==> src/rtl/hsfs_defines.svh <==
`ifndef HSFS_DEFINES_SVH
`define HSFS_DEFINES_SVH

// Register offsets.
`define HSFS_ADDR_INPUT_PIN_STATE 8'h02
`define HSFS_ADDR_LIVE_CONDITION_STATE 8'h03
`define HSFS_ADDR_STICKY_FAULT_LOG 8'h04
`define HSFS_ADDR_RETRY_POLICY 8'h0B
`define HSFS_ADDR_DELAY_SETTINGS 8'h0E
`define HSFS_ADDR_MISC_SETTINGS 8'h0F
`define HSFS_ADDR_PIN_FUNCTION_SELECT 8'h10
`define HSFS_ADDR_ALERT_MASK 8'h15
`define HSFS_ADDR_RESTART_CONTROL 8'hA2

// Bit positions shared by live_condition_state, sticky_fault_log and alert_mask.
`define HSFS_BIT_HIGHV 0
`define HSFS_BIT_LOWV 1
`define HSFS_BIT_SWITCH_LEAK 3
`define HSFS_BIT_OUTPUT_SAG 5
`define HSFS_BIT_OUTSIDE_TROUBLE 6

// retry_policy bits.
`define HSFS_BIT_HIGHV_RETRY 0
`define HSFS_BIT_LOWV_RETRY 1
`define HSFS_BIT_OUTSIDE_RETRY 2
// misc_settings bit.
`define HSFS_BIT_OUTSIDE_SHUTOFF 0
// restart_control delay-running bit.
`define HSFS_BIT_DELAY_RUNNING 1
// delay_settings cooldown field [3:1].
`define HSFS_COOL_LSB 1
`define HSFS_COOL_MSB 3
// pin_function_select polarity field [7:6].
`define HSFS_PIN4_SEL_LSB 6
`define HSFS_PIN4_SEL_MSB 7

// Reset values.
`define HSFS_RST_RETRY_POLICY 8'h07
`define HSFS_RST_DELAY_SETTINGS 8'h00
`define HSFS_RST_MISC_SETTINGS 8'h01
`define HSFS_RST_PIN_FUNCTION_SELECT 8'h00
`define HSFS_RST_ALERT_MASK 8'h00
`define HSFS_RST_RESTART_CONTROL 8'h00

// Timing.
`define HSFS_CLK_KHZ 250000
`define HSFS_LOWV_DELAY_MS 128
`define HSFS_COOL_BASE_MS 512
`define HSFS_LOWV_DELAY_CYCLES (`HSFS_LOWV_DELAY_MS * `HSFS_CLK_KHZ)
`define HSFS_COOL_BASE_CYCLES (`HSFS_COOL_BASE_MS * `HSFS_CLK_KHZ)

// Switch-leak limit in microvolts.
`define HSFS_LEAK_LIMIT_UV 16'h00FF

`endif

==> src/rtl/hsfs_pkg.sv <==
package hsfs_pkg;

	// Digitised analog front-end levels, all asynchronous to clk.
	typedef struct packed {
		logic supplyHighSense;
		logic undervoltRiseSense;
		logic undervoltFallSense;
		logic outputSagSense;
		logic modeFloat;
		logic [3:0] configPins;
	} hsfs_sense_s;

	// One register access from the serial engine.
	typedef struct packed {
		logic wrEn;
		logic rdEn;
		logic [7:0] addr;
		logic [7:0] wrData;
	} hsfs_reg_req_s;

	// Function of config_pin_four, from pin_function_select[7:6].
	typedef enum logic [1:0] {
		HSFS_PIN4_GPI = 2'h0,
		HSFS_PIN4_TROUBLE_LOW = 2'h1,
		HSFS_PIN4_TROUBLE_HIGH = 2'h2,
		HSFS_PIN4_GPI_ALT = 2'h3
	} hsfs_pin4_e;

	// Outside-trouble retry sequence.
	typedef enum logic [2:0] {
		HSFS_ST_IDLE = 3'b001,
		HSFS_ST_FAULT = 3'b010,
		HSFS_ST_COOL = 3'b100
	} hsfs_state_e;

endpackage : hsfs_pkg

==> src/rtl/hsfs_fault_supervisor.sv <==
`timescale 1ns/100ps
`include "hsfs_defines.svh"

module hsfs_fault_supervisor #(
	parameter longint unsigned LOWV_DELAY_CYCLES = `HSFS_LOWV_DELAY_CYCLES,
	parameter longint unsigned COOL_BASE_CYCLES = `HSFS_COOL_BASE_CYCLES
) (
	input wire logic clk,
	input wire logic resetn,
	input wire hsfs_pkg::hsfs_sense_s sense,
	input wire logic senseValid,
	input wire logic [15:0] senseMicrovolts,
	input wire logic gateCommandOn,
	input wire logic powerGoodLatched,
	input wire logic [1:0] powerGoodIn,
	input wire hsfs_pkg::hsfs_reg_req_s regReq,
	output logic [7:0] regRdData,
	output logic primarySwitchDrive,
	output logic secondarySwitchDrive,
	output logic singleDriverMode,
	output logic [1:0] powerGoodOut,
	output logic alertN
);

	localparam int CW = 40;
	localparam int SW = $bits(hsfs_pkg::hsfs_sense_s);

	// Two-flop synchroniser; stage one is read only by stage two.
	hsfs_pkg::hsfs_sense_s syncA_q, syncB_q;
	logic [1:0] primeCnt_q;
	logic primed;

	always_ff @(posedge clk) begin
		if (!resetn) begin
			syncA_q <= '0;
			syncB_q <= '0;
			primeCnt_q <= 2'h0;
		end else begin
			syncA_q <= sense;
			syncB_q <= syncA_q;
			if (!primed) begin
				primeCnt_q <= primeCnt_q + 2'h1;
			end
		end
	end

	// Until the synchroniser holds real samples no synchronised status may update.
	assign primed = (primeCnt_q == 2'h2);

	// Register bank.
	logic [7:0] retryPolicy_q, delaySettings_q, miscSettings_q, pinFunc_q, alertMask_q;
	logic [7:0] restartCtl_q, sticky_q, sticky_d, live, inputPins;
	wire wrRetry = regReq.wrEn && regReq.addr == `HSFS_ADDR_RETRY_POLICY;
	wire wrDelay = regReq.wrEn && regReq.addr == `HSFS_ADDR_DELAY_SETTINGS;
	wire wrMisc = regReq.wrEn && regReq.addr == `HSFS_ADDR_MISC_SETTINGS;
	wire wrPin = regReq.wrEn && regReq.addr == `HSFS_ADDR_PIN_FUNCTION_SELECT;
	wire wrAlert = regReq.wrEn && regReq.addr == `HSFS_ADDR_ALERT_MASK;
	wire wrRestart = regReq.wrEn && regReq.addr == `HSFS_ADDR_RESTART_CONTROL;
	wire wrSticky = regReq.wrEn && regReq.addr == `HSFS_ADDR_STICKY_FAULT_LOG;

	always_ff @(posedge clk) begin
		if (!resetn) begin
			retryPolicy_q <= `HSFS_RST_RETRY_POLICY;
			delaySettings_q <= `HSFS_RST_DELAY_SETTINGS;
			miscSettings_q <= `HSFS_RST_MISC_SETTINGS;
			pinFunc_q <= `HSFS_RST_PIN_FUNCTION_SELECT;
			alertMask_q <= `HSFS_RST_ALERT_MASK;
			restartCtl_q <= `HSFS_RST_RESTART_CONTROL;
		end else begin
			if (wrRetry) begin
				retryPolicy_q <= regReq.wrData;
			end
			if (wrDelay) begin
				delaySettings_q <= regReq.wrData;
			end
			if (wrMisc) begin
				miscSettings_q <= regReq.wrData;
			end
			if (wrPin) begin
				pinFunc_q <= regReq.wrData;
			end
			if (wrAlert) begin
				alertMask_q <= regReq.wrData;
			end
			if (wrRestart) begin
				restartCtl_q <= regReq.wrData;
			end
		end
	end

	// Mode pin and output passthrough.
	logic singleMode_q;
	always_ff @(posedge clk) begin
		if (!resetn) begin
			singleMode_q <= 1'b1;
		end else if (primed) begin
			singleMode_q <= syncB_q.modeFloat;
		end
	end
	assign singleDriverMode = singleMode_q;

	// Power-good is not touched by any fault here.
	assign powerGoodOut = powerGoodIn;

	// Supply-high live condition.
	logic highvLive_q;
	always_ff @(posedge clk) begin
		if (!resetn) begin
			highvLive_q <= 1'b0;
		end else if (primed) begin
			highvLive_q <= syncB_q.supplyHighSense;
		end
	end

	// Combined undervoltage with both-crossed hysteresis.
	logic lowvLive_q;
	wire bothLow = !syncB_q.undervoltRiseSense && !syncB_q.undervoltFallSense;
	wire bothHigh = syncB_q.undervoltRiseSense && syncB_q.undervoltFallSense;
	always_ff @(posedge clk) begin
		if (!resetn) begin
			lowvLive_q <= 1'b0;
		end else if (primed && bothLow) begin
			lowvLive_q <= 1'b1;
		end else if (primed && bothHigh) begin
			lowvLive_q <= 1'b0;
		end
	end

	// Switch-leak check only while the gates are commanded off.
	logic leakLive_q;
	always_ff @(posedge clk) begin
		if (!resetn) begin
			leakLive_q <= 1'b0;
		end else if (senseValid && !gateCommandOn) begin
			leakLive_q <= senseMicrovolts > `HSFS_LEAK_LIMIT_UV;
		end
	end

	// Output sag.
	logic sagLive_q;
	always_ff @(posedge clk) begin
		if (!resetn) begin
			sagLive_q <= 1'b0;
		end else if (primed) begin
			sagLive_q <= syncB_q.outputSagSense;
		end
	end

	// Pin four function and general-purpose inputs.
	hsfs_pkg::hsfs_pin4_e pin4Sel;
	assign pin4Sel = hsfs_pkg::hsfs_pin4_e'(pinFunc_q[`HSFS_PIN4_SEL_MSB:`HSFS_PIN4_SEL_LSB]);
	wire pin4Trouble = pin4Sel == hsfs_pkg::HSFS_PIN4_TROUBLE_LOW
		|| pin4Sel == hsfs_pkg::HSFS_PIN4_TROUBLE_HIGH;
	wire troubleNow = pin4Sel == hsfs_pkg::HSFS_PIN4_TROUBLE_LOW ? !syncB_q.configPins[3]
		: syncB_q.configPins[3];
	logic troubleLive_q;
	always_ff @(posedge clk) begin
		if (!resetn) begin
			troubleLive_q <= 1'b0;
		end else if (primed) begin
			troubleLive_q <= pin4Trouble && troubleNow;
		end
	end

	// Pins one to three are general inputs when their select bit is set.
	wire [3:0] gpiSel = {!pin4Trouble, pinFunc_q[2:0]};
	genvar gi;
	generate
		for (gi = 0; gi < 4; gi++) begin : g_gpi
			assign inputPins[gi] = gpiSel[gi] && syncB_q.configPins[gi];
		end
	endgenerate
	assign inputPins[7:4] = 4'h0;

	// Live condition vector.
	always_comb begin
		live = 8'h00;
		live[`HSFS_BIT_HIGHV] = highvLive_q;
		live[`HSFS_BIT_LOWV] = lowvLive_q;
		live[`HSFS_BIT_SWITCH_LEAK] = leakLive_q;
		live[`HSFS_BIT_OUTPUT_SAG] = sagLive_q;
		live[`HSFS_BIT_OUTSIDE_TROUBLE] = troubleLive_q;
	end

	// Sticky log; sets and persisting conditions win over a host write.
	logic [7:0] stickySet;
	always_comb begin
		stickySet = live;
		stickySet[`HSFS_BIT_OUTPUT_SAG] = sagLive_q
			&& (powerGoodLatched || sticky_q[`HSFS_BIT_OUTPUT_SAG]);
		sticky_d = wrSticky ? regReq.wrData : sticky_q;
		sticky_d = sticky_d | stickySet;
	end

	always_ff @(posedge clk) begin
		if (!resetn) begin
			sticky_q <= 8'h00;
		end else begin
			sticky_q <= sticky_d;
		end
	end

	// Undervoltage retry delay: held loaded while low, counts down after recovery.
	logic [CW-1:0] lowvCnt_q;
	always_ff @(posedge clk) begin
		if (!resetn) begin
			lowvCnt_q <= '0;
		end else if (lowvLive_q) begin
			lowvCnt_q <= CW'(LOWV_DELAY_CYCLES);
		end else if (lowvCnt_q != '0) begin
			lowvCnt_q <= lowvCnt_q - CW'(1);
		end
	end

	// Outside-trouble cooldown sequence.
	hsfs_pkg::hsfs_state_e state_q, state_d;
	logic [CW-1:0] coolCnt_q, coolCnt_d, coolLoad;
	wire [2:0] coolSel = delaySettings_q[`HSFS_COOL_MSB:`HSFS_COOL_LSB];
	assign coolLoad = CW'(COOL_BASE_CYCLES) << coolSel;

	always_comb begin
		state_d = state_q;
		coolCnt_d = coolCnt_q;
		case (state_q)
			hsfs_pkg::HSFS_ST_IDLE: begin
				if (troubleLive_q) begin
					state_d = hsfs_pkg::HSFS_ST_FAULT;
				end
			end
			hsfs_pkg::HSFS_ST_FAULT: begin
				if (!troubleLive_q) begin
					state_d = hsfs_pkg::HSFS_ST_COOL;
					coolCnt_d = coolLoad;
				end
			end
			hsfs_pkg::HSFS_ST_COOL: begin
				if (troubleLive_q) begin
					state_d = hsfs_pkg::HSFS_ST_FAULT;
				end else if (coolCnt_q <= CW'(1)) begin
					state_d = hsfs_pkg::HSFS_ST_IDLE;
					coolCnt_d = '0;
				end else begin
					coolCnt_d = coolCnt_q - CW'(1);
				end
			end
			default: begin
				state_d = hsfs_pkg::HSFS_ST_IDLE;
				coolCnt_d = '0;
			end
		endcase
	end

	always_ff @(posedge clk) begin
		if (!resetn) begin
			state_q <= hsfs_pkg::HSFS_ST_IDLE;
			coolCnt_q <= '0;
		end else begin
			state_q <= state_d;
			coolCnt_q <= coolCnt_d;
		end
	end

	wire coolRunning = state_q == hsfs_pkg::HSFS_ST_COOL;

	// Gate permission. With retry off, the sticky bit keeps the switch off as well.
	wire highvBlock = highvLive_q
		|| (!retryPolicy_q[`HSFS_BIT_HIGHV_RETRY] && sticky_q[`HSFS_BIT_HIGHV]);
	wire lowvBlock = lowvLive_q || lowvCnt_q != '0
		|| (!retryPolicy_q[`HSFS_BIT_LOWV_RETRY] && sticky_q[`HSFS_BIT_LOWV]);
	wire troubleBlock = miscSettings_q[`HSFS_BIT_OUTSIDE_SHUTOFF] && (troubleLive_q
		|| coolRunning
		|| (!retryPolicy_q[`HSFS_BIT_OUTSIDE_RETRY]
		&& sticky_q[`HSFS_BIT_OUTSIDE_TROUBLE]));
	// Output sag and general inputs are deliberately absent here.
	wire allow = !(highvBlock || lowvBlock || troubleBlock);

	// Permission waits until the live flags hold real samples, so a fault present at reset
	// release never lets the switch on for a few cycles.
	logic drive_q, ready_q;
	always_ff @(posedge clk) begin
		if (!resetn) begin
			drive_q <= 1'b0;
			ready_q <= 1'b0;
		end else begin
			ready_q <= primed;
			drive_q <= allow && ready_q;
		end
	end
	// Both gates share one permission so a fault drops them together.
	assign primarySwitchDrive = drive_q;
	assign secondarySwitchDrive = drive_q;

	// Alert from any enabled sticky bit; general inputs never reach it.
	logic alertN_q;
	always_ff @(posedge clk) begin
		if (!resetn) begin
			alertN_q <= 1'b1;
		end else begin
			alertN_q <= !(|(sticky_q & alertMask_q));
		end
	end
	assign alertN = alertN_q;

	// Read port.
	logic [7:0] rdMux, restartView;
	always_comb begin
		restartView = restartCtl_q;
		restartView[`HSFS_BIT_DELAY_RUNNING] = coolRunning;
		case (regReq.addr)
			`HSFS_ADDR_INPUT_PIN_STATE: rdMux = inputPins;
			`HSFS_ADDR_LIVE_CONDITION_STATE: rdMux = live;
			`HSFS_ADDR_STICKY_FAULT_LOG: rdMux = sticky_q;
			`HSFS_ADDR_RETRY_POLICY: rdMux = retryPolicy_q;
			`HSFS_ADDR_DELAY_SETTINGS: rdMux = delaySettings_q;
			`HSFS_ADDR_MISC_SETTINGS: rdMux = miscSettings_q;
			`HSFS_ADDR_PIN_FUNCTION_SELECT: rdMux = pinFunc_q;
			`HSFS_ADDR_ALERT_MASK: rdMux = alertMask_q;
			`HSFS_ADDR_RESTART_CONTROL: rdMux = restartView;
			default: rdMux = 8'h00;
		endcase
	end

	always_ff @(posedge clk) begin
		if (!resetn) begin
			regRdData <= 8'h00;
		end else if (regReq.rdEn) begin
			regRdData <= rdMux;
		end
	end

	logic unusedSync;
	assign unusedSync = ^SW;

endmodule : hsfs_fault_supervisor

==> config.mk <==
export PLATFORM = sky130hd
export DESIGN_NAME = hsfs_fault_supervisor
export DESIGN_NICKNAME = d
export VERILOG_FILES = /design/src/rtl/hsfs_pkg.sv /design/src/rtl/hsfs_fault_supervisor.sv
export VERILOG_INCLUDE_DIRS = /design/src /design/src/rtl
export SDC_FILE = /design/constraint.sdc
export NUM_CORES = 1
export LEC_CHECK = 0
export ABC_AREA = 1
export BUFFER_PORTS_ARGS = -buffer_cell sky130_fd_sc_hd__buf_2
export CAP_MARGIN = 20
export CORE_MARGIN = 2
export CORE_UTILIZATION = 45
export DETAILED_ROUTE_END_ITERATION = 7
export PLACE_DENSITY = 0.69
export RECOVER_POWER = 50
export SYNTH_ARGS = -nofsm -noshare
export SYNTH_HDL_FRONTEND = slang
export SYNTH_SLANG_ARGS = --single-unit
==> constraint.sdc <==
create_clock -name clk -period 2.8 [get_ports clk]
set_input_delay 0.56 -clock clk [delete_from_list [all_inputs] [get_ports clk]]
set_output_delay 0.56 -clock clk [all_outputs]
set_load 0.005 [all_outputs]
==> qor.csv <==
stage;metric;value;unit
sta;Pins Over Slew Limit;0;
synth;predominant post-synthesis flop cell;dfxtp_1;
synth;Seq/Total Area, Yosys;0.387;
cells_and_area;Final nets;1429;
hold_path;worst hold path type;in2reg;
grt;antenna violations before repair;0;
power_and_ir_drop;Max VDD drop;520;µV
critical_path;endpoint type of the worst setup path;register;
route;Iteration-0 DRC Markers;570;
clocking;H-tree levels;4;
hold_path;Hold Path Depth;3;
synth;Yosys warnings;0;
critical_path;CP Max Fanout;10;
route;Post-DRT Antenna Nets;0;
critical_path;Reg2Reg Setup Slack;0.66;ns
synth;Syn Area/Cell;6.83;µm²
critical_path;worst r2r path cells;8;
clocking;clk root buf;clkbuf_16;
cells_and_area;Fillers;2023;
hold_path;end of the worst hold path;syncA_q[3]$_SDFF_PN0_;
place;Placer Congestion;0.914;
synth;async set-or-reset flop fraction in the synthesized netlist;0;
grt;pin count of the biggest net entering global routing;50;
sta;clock skew;0.0168;ns
hold_path;critical hold path startpoint;sense[3];
clocking;CTS max path bufs;2;
die;Starting Density;0.462;
job;max-cap violations;0;
critical_path;Worst EP arrival;2.57;ns
power_and_ir_drop;Leak;4.63;nW
clocking;Worst-path clk slew;0.08;ns
route;drt via density;5.13;
sta;Hold Vio Cnt, Final;0;
clocking;Post-CTS Hold Buffers;0;
clocking;CTS resizes;0;
grt;Overflow after GRT;0;
critical_path;crit path kind;in2reg;
die;num ports;64;
critical_path;r2r endpoint;lowvCnt_q[24]$_SDFFE_PN0P_;
sta;final setup margin;0.562;ns
clocking;CTS buffer count;17;
clocking;clk_lat worst skew;0.44;ns
clocking;post-CTS setup buffer count;0;
place;Port Buf Inserts;51;
die;die area;0.0213;mm²
synth;Syn Nets;1389;
sta;min Tclk post-route;2.24;ns
die;Die Span Y;146;µm
sta;max_slew headroom;0.238;
synth;Post-synth EDFFs;0;
cells_and_area;Antenna Cells;0;
sta;worst hold slack;0.296;ns
route;final WL;22900;µm
sta;Final period util;0.799;
die;core area;0.0196;mm²
synth;count of cell types in the netlist;49;
sta;Max Clock Freq;447;MHz
sta;slew at the pin with the worst max-slew slack;1.13;ns
route;Post-route DRC;0;
synth;Netlist Area Pre-Place;0.00906;mm²
sta;RSZ-0062 raised after global routing;false;
grt;vias in the first global route;7777;
clocking;Clock Sink Count;175;
grt;first-pass GRT wire length;38100;µm
sta;Setup violations, final;0;
die;Rows;51;
power_and_ir_drop;Pwr per Cell Area;1080;mW/mm²
critical_path;Worst setup SP type;input port;
route;via count;8427;
synth;FF+latch count, synth;175;
place;pre-CTS setup slack;0.562;ns
clocking;CTS tree;built;
critical_path;critical path required time;3.13;ns
status;run status;completed;
critical_path;r2r startpoint;lowvCnt_q[0]$_SDFFE_PP0P_;
route;DR WL/cell;13.9;µm
cells_and_area;Layout area overhead;10.7;%
synth;Post-Synthesis Cells;1326;
sta;setup TNS;0;ns
die;Die X;146;µm
cells_and_area;layout cells sized above 1;0.0899;
grt;All-Layer GR Usage;0.217;
place;HPWL Detailed;16800;µm
route;drt pass-1 iters;7;
cells_and_area;post-route core utilization;0.512;
[synthesized netlist by cell type (9+ instances only)]
cell type,number,share of area
a21oi_1,84,0.046
buf_2,9,0.0050
clkbuf_1,16,0.0066
dfxtp_1,175,0.39
ha_1,13,0.018
inv_1,137,0.057
nand2_1,297,0.12
nand2_2,10,0.0069
nand3_1,61,0.034
nand4_1,22,0.015
nor2_1,239,0.099
nor2_4,10,0.012
nor3_1,24,0.013
o21ai_0,73,0.040
o22ai_1,16,0.011
xnor2_1,12,0.012
xor2_1,46,0.044
[flip-flops by register name (all words and copies together) (netlist names), 8 cells and up]
signal,flops
coolCnt_q,40
lowvCnt_q,40
syncA_q,9
syncB_q,9
alertMask_q,8
delaySettings_q,8
miscSettings_q,8
pinFunc_q,8
regRdData,8
retryPolicy_q,8
sticky_q,8
[worst max path at each step]
| stage | cells past startpoint | end | startpoint |
|---|---|---|---|
| after global routing | 7 | pinFunc_q[0]$_SDFFE_PN0P_ | regReq[8] |
| final | 11 | sticky_q[3]$_SDFF_PN0_ | regReq[15] |
| after floorplan | 10 | sticky_q[3]$_SDFF_PN0_ | regReq[14] |
| after global placement | 11 | sticky_q[3]$_SDFF_PN0_ | regReq[14] |
| after detailed placement | 9 | delaySettings_q[3]$_SDFFE_PN0P_ | regReq[14] |
| after CTS | 7 | coolCnt_q[8]$_SDFFE_PN0P_ | state_q[2]$_SDFFE_PN0P_ |
[kinds of logic after synthesis]
| logic type | Yosys count | share of synthesized area |
|---|---|---|
| AOI/OAI and AO/OA | 205 | 0.126 |
| xor gates and xnor gates | 58 | 0.0561 |
| adders and majority gates | 13 | 0.0180 |
| buffers and inverters | 181 | 0.0826 |
| DFF | 175 | 0.387 |
| and+or+nand+nor | 694 | 0.330 |
[through the flow]
| step | area [µm²] | instances | power (mW) |
|---|---|---|---|
| floorplan | 9060 | 1326 | 7.34 |
| global placement | 9490 | 1612 | 8.38 |
| detailed placement | 9490 | 1612 | 8.45 |
| CTS | 10100 | 1644 | 10.9 |
| global route | 10000 | 1644 | 11.7 |
| finish | 10000 | 1644 | 10.8 |
[worst max-delay path: stages]
cell and delay [ns]:
buf_2 0.10, nor2_1 0.12, nand3_1 0.18, inv_1 0.31
nand2_1 0.23, nor2_1 0.41, inv_1 0.30, nand2_1 0.12
nand2_1 0.05, o21ai_0 0.14, inv_1 0.05
[report_power, final]
part           leakage (nW)  switching, mW  internal, mW
registers              1.42          0.356          2.88
logic                  2.92           3.48          1.71
clock network         0.291           1.16          1.21
total                  4.63           5.00          5.80
[layer usage]
layer / routed length (µm) / GRT usage
met2: 10600 / 0.358
met1: 10700 / 0.286
met3: 1020 / 0.0335
met5: 0 / 0
met4: 553 / 0.0804
[area by class of cell]
cell class,instances,area [µm²],area share
multi-input cells,970,4750,0.474
inverters,144,542,0.0540
flip-flops and latches,175,3500,0.349
clock buffers,18,429,0.0428
repair buffers,58,295,0.0295
clock inverters,14,170,0.0170
well taps,265,332,0.0331
[cells in the final DEF (no fill, tap or decap), types with 8 or more instances in the layout]
| cell | n |
|---|---|
| nand3_1 | 61 |
| nor3_1 | 25 |
| a21oi_1 | 85 |
| nand2_2 | 8 |
| o22ai_1 | 16 |
| clkbuf_16 | 17 |
| nand2_1 | 299 |
| inv_1 | 140 |
| xnor2_1 | 12 |
| buf_2 | 46 |
| o21ai_0 | 73 |
| nor2_1 | 242 |
| nand4_1 | 22 |
| ha_1 | 13 |
| dfxtp_1 | 175 |
| xor2_1 | 46 |
Power figures use the tool's default switching activity.
